File: config.mk
export PLATFORM = sky130hd
export DESIGN_NAME = rls_sensor_regs
export DESIGN_NICKNAME = d
export VERILOG_FILES = /design/src/rls_meas_timer.v /design/src/rls_sensor_regs.v
export VERILOG_INCLUDE_DIRS = /design/src
export SDC_FILE = /design/constraint.sdc
export NUM_CORES = 1
export LEC_CHECK = 0
export BUFFER_PORTS_ARGS = -buffer_cell sky130_fd_sc_hd__buf_4
export CAP_MARGIN = 20
export CORE_ASPECT_RATIO = 0.6
export CORE_MARGIN = 2
export CORE_UTILIZATION = 35
export DETAILED_ROUTE_END_ITERATION = 10
export PLACE_DENSITY = 0.52
export SYNTH_ARGS = -nofsm -noshare
export SYNTH_HDL_FRONTEND = slang
export SYNTH_SLANG_ARGS = --single-unit
File: constraint.sdc
create_clock -name clk -period 3.2 [get_ports clk]
set_input_delay 0 -clock clk [delete_from_list [all_inputs] [get_ports clk]]
set_output_delay 0 -clock clk [all_outputs]
set_load 0.03 [all_outputs]
File: src/rls_map.vh
// Summary of operation
// - One 16-bit control word at command code zero holds all measurement settings.
// - Bits 6..4 pick integration time, 40 ms doubling up to 1280 ms.
// - One-shot bit set in forced mode runs exactly one measurement cycle.
// - Bit 1 selects continuous automatic (0) or forced one-shot (1) mode.
// - Bit 0 set shuts the sensor down; clear keeps it enabled.
// - Control word high byte is reserved and defaults to zero.
// - Command codes 01h..07h are reserved and read zero.
// - Each of four channel results is 16 bits carried as two bytes.
// - Results red 08h, green 09h, blue 0Ah, broadband 0Bh, read only.
// - Each register transfer sends low byte first, then high byte.
// - Results hold unchanged until a new measurement completes, then overwrite.
// - Each doubling of integration time halves green lux-per-count scale.
// - Device answers seven-bit bus address 10h.
`ifndef RLS_MAP_VH
`define RLS_MAP_VH
`define RLS_BUS_ADDR 7'h10
`define RLS_CMD_CTRL 8'h00
`define RLS_CMD_RSVD_LAST 8'h07
`define RLS_CMD_RED 8'h08
`define RLS_CMD_GREEN 8'h09
`define RLS_CMD_BLUE 8'h0a
`define RLS_CMD_BROAD 8'h0b
`define RLS_CTRL_RESET 16'h0000
`define RLS_CTRL_WMASK 16'h0077
`define RLS_SHUTDOWN_BIT 0
`define RLS_FORCED_BIT 1
`define RLS_ONESHOT_BIT 2
`define RLS_IT_LSB 4
`define RLS_IT_MSB 6
`define RLS_BASE_MS 40
`define RLS_CLK_KHZ 100000
`define RLS_BASE_CYC (`RLS_BASE_MS * `RLS_CLK_KHZ)
`endif

File: src/rls_meas_timer.v
`include "rls_map.vh"
`timescale 1ns/10ps
`default_nettype none
module rls_meas_timer #(
  parameter BASE_CYC = `RLS_BASE_CYC
) (
  // Clock and reset
  input wire clk,
  input wire rst_n,
  // Control
  input wire run,
  input wire [2:0] it_sel,
  // Completion pulse
  output reg done_ff
);
  reg [31:0] cnt_ff;
  reg [31:0] limit;
  // Window length doubles per code step; codes above 5 saturate at 1280 ms
  always @*
  begin
    limit = BASE_CYC << ((it_sel > 3'h5) ? 3'h5 : it_sel);
  end
  // Counts while running, restarts whenever halted
  always @(posedge clk or negedge rst_n)
  begin
    if (!rst_n)
    begin
      cnt_ff <= 32'h0;
      done_ff <= 1'b0;
    end
    else if (!run)
    begin
      cnt_ff <= 32'h0;
      done_ff <= 1'b0;
    end
    else if (cnt_ff >= limit - 32'h1)
    begin
      cnt_ff <= 32'h0;
      done_ff <= 1'b1;
    end
    else
    begin
      cnt_ff <= cnt_ff + 32'h1;
      done_ff <= 1'b0;
    end
  end
endmodule // rls_meas_timer
`default_nettype wire

File: src/rls_sensor_regs.v
`include "rls_map.vh"
`timescale 1ns/10ps
`default_nettype none
module rls_sensor_regs #(
  parameter BASE_CYC = `RLS_BASE_CYC
) (
  // Clock and reset
  input wire clk,
  input wire rst_n,
  // Two-wire serial bus pins
  input wire scl_in,
  input wire sda_in,
  output wire sda_out,
  output wire sda_oe,
  // Measurement core samples
  input wire [15:0] red_count,
  input wire [15:0] green_count,
  input wire [15:0] blue_count,
  input wire [15:0] broad_count,
  // Core status
  output wire sensor_enabled,
  output wire meas_active,
  output wire [2:0] integration_period_sel
);
  localparam ST_IDLE = 3'h0;
  localparam ST_ADDR = 3'h1;
  localparam ST_CMD = 3'h2;
  localparam ST_WR = 3'h3;
  localparam ST_RD = 3'h4;
  localparam ST_ACK = 3'h5;
  localparam ST_RACK = 3'h6;
  localparam ST_SKIP = 3'h7;

  // Two-stage synchronisers, then one more stage for edge detection
  reg [1:0] scl_sync_ff, sda_sync_ff;
  reg scl_d_ff, sda_d_ff;
  always @(posedge clk or negedge rst_n)
  begin
    if (!rst_n)
    begin
      scl_sync_ff <= 2'h3;
      sda_sync_ff <= 2'h3;
      scl_d_ff <= 1'b1;
      sda_d_ff <= 1'b1;
    end
    else
    begin
      scl_sync_ff <= {scl_sync_ff[0], scl_in};
      sda_sync_ff <= {sda_sync_ff[0], sda_in};
      scl_d_ff <= scl_sync_ff[1];
      sda_d_ff <= sda_sync_ff[1];
    end
  end
  wire scl = scl_sync_ff[1];
  wire sda = sda_sync_ff[1];
  wire scl_rise = scl & ~scl_d_ff;
  wire scl_fall = ~scl & scl_d_ff;
  wire start_det = scl & scl_d_ff & sda_d_ff & ~sda;
  wire stop_det = scl & scl_d_ff & ~sda_d_ff & sda;

  reg [2:0] state_ff, ret_ff;
  reg [2:0] bit_ff;
  reg [7:0] shift_ff;
  reg [7:0] cmd_ff;
  reg byte_hi_ff;
  reg full_ff;
  reg drive_ff;
  reg [15:0] ctrl_ff;
  reg [15:0] tx_word_ff;
  reg [7:0] wr_lo_ff;
  reg ctrl_wr_ff;
  reg [15:0] ctrl_wdata_ff;
  reg [15:0] result_ff [0:3];
  wire meas_done;

  // Word shown for a command code; reserved codes and gaps read zero
  reg [15:0] rd_word;
  always @*
  begin
    rd_word = 16'h0000;
    if (cmd_ff == `RLS_CMD_CTRL)
      rd_word = ctrl_ff;
    else if (cmd_ff >= `RLS_CMD_RED && cmd_ff <= `RLS_CMD_BROAD)
      rd_word = result_ff[cmd_ff[1:0]];
  end

  // Byte-level slave; ACK and data bits change only while the clock is low
  always @(posedge clk or negedge rst_n)
  begin
    if (!rst_n)
    begin
      state_ff <= ST_IDLE;
      ret_ff <= ST_IDLE;
      bit_ff <= 3'h0;
      shift_ff <= 8'h00;
      cmd_ff <= 8'h00;
      byte_hi_ff <= 1'b0;
      full_ff <= 1'b0;
      drive_ff <= 1'b0;
      tx_word_ff <= 16'h0000;
      wr_lo_ff <= 8'h00;
      ctrl_wr_ff <= 1'b0;
      ctrl_wdata_ff <= 16'h0000;
    end
    else
    begin
      ctrl_wr_ff <= 1'b0;
      if (start_det)
      begin
        // Repeated start keeps the command code for the read phase
        state_ff <= ST_ADDR;
        bit_ff <= 3'h0;
        full_ff <= 1'b0;
        drive_ff <= 1'b0;
        byte_hi_ff <= 1'b0;
      end
      else if (stop_det)
      begin
        state_ff <= ST_IDLE;
        drive_ff <= 1'b0;
      end
      else
      begin
        case (state_ff)
          ST_ADDR, ST_CMD, ST_WR:
          begin
            if (scl_rise)
            begin
              shift_ff <= {shift_ff[6:0], sda};
              bit_ff <= bit_ff + 3'h1;
              if (bit_ff == 3'h7)
                full_ff <= 1'b1;
            end
            // The counter alone cannot tell a full byte from the fall right after a start
            if (scl_fall && full_ff)
            begin
              // A full byte has arrived
              full_ff <= 1'b0;
              if (state_ff == ST_ADDR)
              begin
                if (shift_ff[7:1] == `RLS_BUS_ADDR)
                begin
                  drive_ff <= 1'b1;
                  ret_ff <= shift_ff[0] ? ST_RD : ST_CMD;
                  tx_word_ff <= rd_word;
                  state_ff <= ST_ACK;
                end
                else
                  state_ff <= ST_SKIP;
              end
              else if (state_ff == ST_CMD)
              begin
                cmd_ff <= shift_ff;
                drive_ff <= 1'b1;
                ret_ff <= ST_WR;
                state_ff <= ST_ACK;
              end
              else
              begin
                drive_ff <= 1'b1;
                ret_ff <= ST_WR;
                state_ff <= ST_ACK;
                if (!byte_hi_ff)
                  wr_lo_ff <= shift_ff;
                else if (cmd_ff == `RLS_CMD_CTRL)
                begin
                  ctrl_wr_ff <= 1'b1;
                  ctrl_wdata_ff <= {shift_ff, wr_lo_ff};
                end
                byte_hi_ff <= ~byte_hi_ff;
              end
            end
          end
          ST_ACK:
          begin
            // Release ACK after the ninth clock
            if (scl_fall)
            begin
              state_ff <= ret_ff;
              bit_ff <= 3'h0;
              drive_ff <= (ret_ff == ST_RD) && !tx_word_ff[7];
            end
          end
          ST_RD:
          begin
            if (scl_fall)
            begin
              bit_ff <= bit_ff + 3'h1;
              if (bit_ff == 3'h7)
              begin
                drive_ff <= 1'b0;
                state_ff <= ST_RACK;
              end
              else
                drive_ff <= !tx_word_ff[3'h6 - bit_ff];
            end
          end
          ST_RACK:
          begin
            // Host ACK moves to high byte, NACK ends the read
            if (scl_rise)
            begin
              if (sda)
                state_ff <= ST_SKIP;
              else
              begin
                tx_word_ff <= {8'h00, tx_word_ff[15:8]};
                ret_ff <= ST_RD;
              end
            end
            if (scl_fall && state_ff == ST_RACK)
            begin
              state_ff <= ST_RD;
              bit_ff <= 3'h0;
              drive_ff <= !tx_word_ff[7];
            end
          end
          ST_SKIP:
            drive_ff <= 1'b0;
          default:
            state_ff <= ST_IDLE;
        endcase
      end
    end
  end

  // Open-drain data: only ever pulls low
  assign sda_out = 1'b0;
  assign sda_oe = drive_ff;

  // Control word and measurement sequencing
  reg busy_ff;
  wire forced = ctrl_ff[`RLS_FORCED_BIT];
  wire shut = ctrl_ff[`RLS_SHUTDOWN_BIT];
  wire run = !shut && (!forced || ctrl_ff[`RLS_ONESHOT_BIT]);
  always @(posedge clk or negedge rst_n)
  begin
    if (!rst_n)
    begin
      ctrl_ff <= `RLS_CTRL_RESET;
      busy_ff <= 1'b0;
    end
    else
    begin
      busy_ff <= run;
      if (ctrl_wr_ff)
        ctrl_ff <= ctrl_wdata_ff & `RLS_CTRL_WMASK;
      else if (meas_done && forced)
        ctrl_ff[`RLS_ONESHOT_BIT] <= 1'b0;
    end
  end

  rls_meas_timer #(
    .BASE_CYC(BASE_CYC)
  ) u_timer (
    .clk(clk),
    .rst_n(rst_n),
    .run(run),
    .it_sel(ctrl_ff[`RLS_IT_MSB:`RLS_IT_LSB]),
    .done_ff(meas_done)
  );

  // Results latch only at end of a window; held otherwise
  wire [63:0] samples = {broad_count, blue_count, green_count, red_count};
  genvar gi;
  generate
    for (gi = 0; gi < 4; gi = gi + 1)
    begin : g_res
      always @(posedge clk or negedge rst_n)
      begin
        if (!rst_n)
          result_ff[gi] <= 16'h0000;
        else if (meas_done)
          result_ff[gi] <= samples[gi*16 +: 16];
      end
    end
  endgenerate

  assign sensor_enabled = !shut;
  assign meas_active = busy_ff;
  assign integration_period_sel = ctrl_ff[`RLS_IT_MSB:`RLS_IT_LSB];
endmodule // rls_sensor_regs
`default_nettype wire

==> flow_metrics.tcl <==
set metrics [dict create \
    status "finished, final reports clean" \
    n_antenna_cell 0 \
    tritoncts "built" \
    synth-seq-cells 167 \
    pwr-share-seq_pct 42.8 \
    fmax_mhz 329.6 \
    synth.most_common_cell "dfrtp_1" \
    wl_um 19600 \
    grt_max_degree 85 \
    clkSlewWorstSetupHoldPaths_ns 0.07 \
    p_int_w 0.004418 \
    multiInputGateArea_mm2 0.003854 \
    finalPower_w 0.006203 \
    power_density_mw_per_mm2 587.0 \
    hold_ws_ns 0.2197 \
    synth_area_leaders "dfrtp_1 (49%), mux2_2 (13%), mux4_2 (4.9%)" \
    grt_pass1_vias 6098 \
    async_flop_share_pct 100.0 \
    syn2layout_area_growth_pct 28.99 \
    worst_r2r_path_depth 16 \
    avgSynthCellArea_um2 11.89 \
    skew_ns 0.008361 \
    yosys_warnings 0 \
    min_path_type "input port to async pin" \
    leakagePower_nw 4.568 \
    peakVddDrop_uv 386.6 \
    arrival_ns 3.31 \
    syn_inst 689 \
    r2r-start "ctrl_ff[6]" \
    synth_ff_type "dfrtp_1" \
    synth-edff-count 0 \
    startpoint_type "register" \
    maxCapViolations 0 \
    hold_violations 0 \
    rows 43 \
    reg2reg_to "u_timer.cnt_ff[24]" \
    portBuffers 73 \
    swShare_pct 28.78 \
    dp.cells 1060 \
    netlist_area_mm2 0.008193 \
    p_comb_share_pct 21.7 \
    antenna_found_initial 0 \
    cts_inserted_buffers 17 \
    required_ns 3.48 \
    final_util_pct 45.89 \
    dpl.hpwl_um 13470 \
    die_w_um 201.5 \
    yosysSeqAreaShare_pct 51.10 \
    crit_type "register to register" \
    finalNonFillerCells 1161 \
    boundaryPins 75 \
    fill_cells 2120 \
    crit_fanout 15 \
    grt.overflow.total 0 \
    maxSlewHeadroom_pct 44.85 \
    yosys.area.top_type_share_pct 49.18 \
    drt.antenna.violating_nets 0 \
    h-tree-depth 4 \
    yosysTopAreaCell "dfrtp_1" \
    die_y_um 122.5 \
    wl_per_cell_um 16.88 \
    coreArea_mm2 0.02303 \
    start_util_pct 35.58 \
    synth_commonest_cells "dfrtp_1 (161), mux2_2 (96), nor3_1 (47), nand2_1 (44), nor2_1 (36)" \
    clockBufferDepth 2 \
    root_buffer "clkbuf_16" \
    end_kind "register" \
    insertion_delay_ns 0.43 \
    vias_per_cell 5.069 \
    p_sw_w 0.001786 \
    slew_viol_final 0 \
    drc 0 \
    layout-drive-gt1-share_pct 32.27 \
    seqCellArea_mm2 0.004188 \
    pwr-share-clk_pct 35.4 \
    nets 930 \
    globalplace.congestion 0.8279 \
    grt.total_usage_pct 16.82 \
    worstMarginPinSlew_ns 0.8272 \
    regToRegSetupSlack_ns 0.17 \
    grt_first_pass_wirelength_um 32380 \
    num_vias 5885 \
    synth_cell_types 65 \
    cts_sinks 167 \
    period_minus_slack_ns 3.034 \
    setup_violations 0 \
    drtIter0Drc 288 \
    dieArea_mm2 0.02469 \
    dr.pass1.iters 5 \
    min_period_over_period_pct 94.81 \
]
## flip-flops by register name, summed over array words and instances (netlist names), 2 cells and up
register	count
result_ff	64
u_timer.cnt_ff	32
tx_word_ff	16
cmd_ff	8
shift_ff	8
ctrl_ff	6
ctrl_wdata_ff	6
wr_lo_ff	6
bit_ff	3
ret_ff	3
state_ff	3
scl_sync_ff	2
sda_sync_ff	2
## kinds of logic (layout without fill, tap and decap cells)
group                    count (synthesis)  after routing  share of synthesized area [%]
AO/OA/AOI/OAI                           78             78                          6.353
XOR/XNOR                                32             32                          3.421
adder cells (fa/ha/maj)                 28             28                          4.276
buffers and inverters                   57            211                          2.978
flip-flops                             167            167                          51.10
multiplexers                           118            118                          18.63
other                                    2              5                        0.09167
AND/OR/NAND/NOR                        207            207                          13.15
## cells in the final DEF (no fill, tap or decap), drive strengths merged, types with 3 or more instances in the layout
| master | n |
|---|---|
| nor3 | 49 |
| a31oi | 3 |
| or3 | 4 |
| nand4 | 6 |
| xnor2 | 23 |
| clkinvlp | 6 |
| mux4 | 18 |
| nand3 | 24 |
| dfrtp | 161 |
| nand2 | 44 |
| conb | 5 |
| a21oi | 26 |
| mux2 | 96 |
| xor2 | 9 |
| inv | 18 |
| nand2b | 6 |
| a221oi | 3 |
| nor2 | 36 |
| or4 | 4 |
| dlygate4sd3 | 67 |
| nor2b | 4 |
| a21o | 3 |
| a22oi | 6 |
| and4 | 3 |
| dfstp | 6 |
| ha | 28 |
| a22o | 3 |
| bufinv | 4 |
| buf | 94 |
| nor4 | 9 |
| clkbuf | 21 |
| and3 | 6 |
| o21ai | 14 |
| mux2i | 4 |
## worst max-delay path by stage
stage | start | end | slack [ns] | depth (start not counted)
floorplan | ctrl_ff[6] | u_timer.cnt_ff[21] | 0.08 | 16
global placement | ctrl_ff[5] | u_timer.cnt_ff[28] | 0.20 | 14
detailed placement | ctrl_ff[5] | u_timer.cnt_ff[11] | 0.004 | 14
CTS | ctrl_ff[5] | u_timer.cnt_ff[22] | 0.07 | 15
global route | ctrl_ff[6] | u_timer.cnt_ff[24] | -0.05 | 16
finish | ctrl_ff[6] | u_timer.cnt_ff[24] | 0.17 | 16
## per-stage QoR
stage / instance area (µm²) / setup TNS, ns / setup WS [ns]
after floorplan: 8204 / 0 / 0.08203
after global placement: 9143 / 0 / 0.1954
after detailed placement: 9143 / 0 / 0.003946
after CTS: 10450 / 0 / 0.07216
after global routing: 10570 / -0.5510 / -0.05191
final: 10570 / 0 / 0.1662
## critical path, cell delays in order (launching register included)
cell,delay (ns)
dfrtp_1,0.41
inv_2,0.07
nand2_2,0.07
inv_1,0.13
ha_1,0.30
nand2b_4,0.10
nor3_4,0.21
buf_4,0.14
nor3_2,0.04
ha_1,0.29
nand4_1,0.13
nor4_2,0.30
o21ai_1,0.12
o211ai_2,0.18
buf_6,0.14
clkbuf_16,0.17
nor3_1,0.06
## routing by layer
layer | vias up | part of all wire (%) | track usage, %
met4 | 0 | 1.1 | 5.147
met3 | 19 | 3.4 | 3.080
met2 | 98 | 46 | 26.25
li1 | 2777 | - | -
met5 | - | 0 | 0
met1 | 2991 | 50 | 23.95
## power by group through the flow
stage / clock, W / sequential, W / combinational, W
5_1_grt: 0.00235 / 0.00270 / 0.00150
4_1_cts: 0.00226 / 0.00265 / 0.00136
2_1_floorplan: 0 / 0.00256 / 0.000983
6_report: 0.00220 / 0.00266 / 0.00135
3_5_place_dp: 0 / 0.00269 / 0.00129
3_3_place_gp: 0 / 0.00268 / 0.00126
## cell type report
cell class                      instances  area share (%)
Sequential cell                       167           39.63
Tap cell                              315           3.730
Clock inverter                         11           1.646
Clock buffer                           20           4.322
Timing Repair Buffer                  162           13.57
Multi-Input combinational cell        468           36.47
Inverter                               18          0.6394
## what timing repair did
item / 4_1_cts / 5_1_grt
hold buffers: 67 / 0
endpoints found under the setup margin: 16 / 30
endpoints found under the hold margin: 148 / 0
cloned: 0 / 1
buffers inserted: 0 / 2
pin swaps: 0 / 7
resized for setup: 1 / 21
Note: power is estimated with default switching activity, not from simulation.
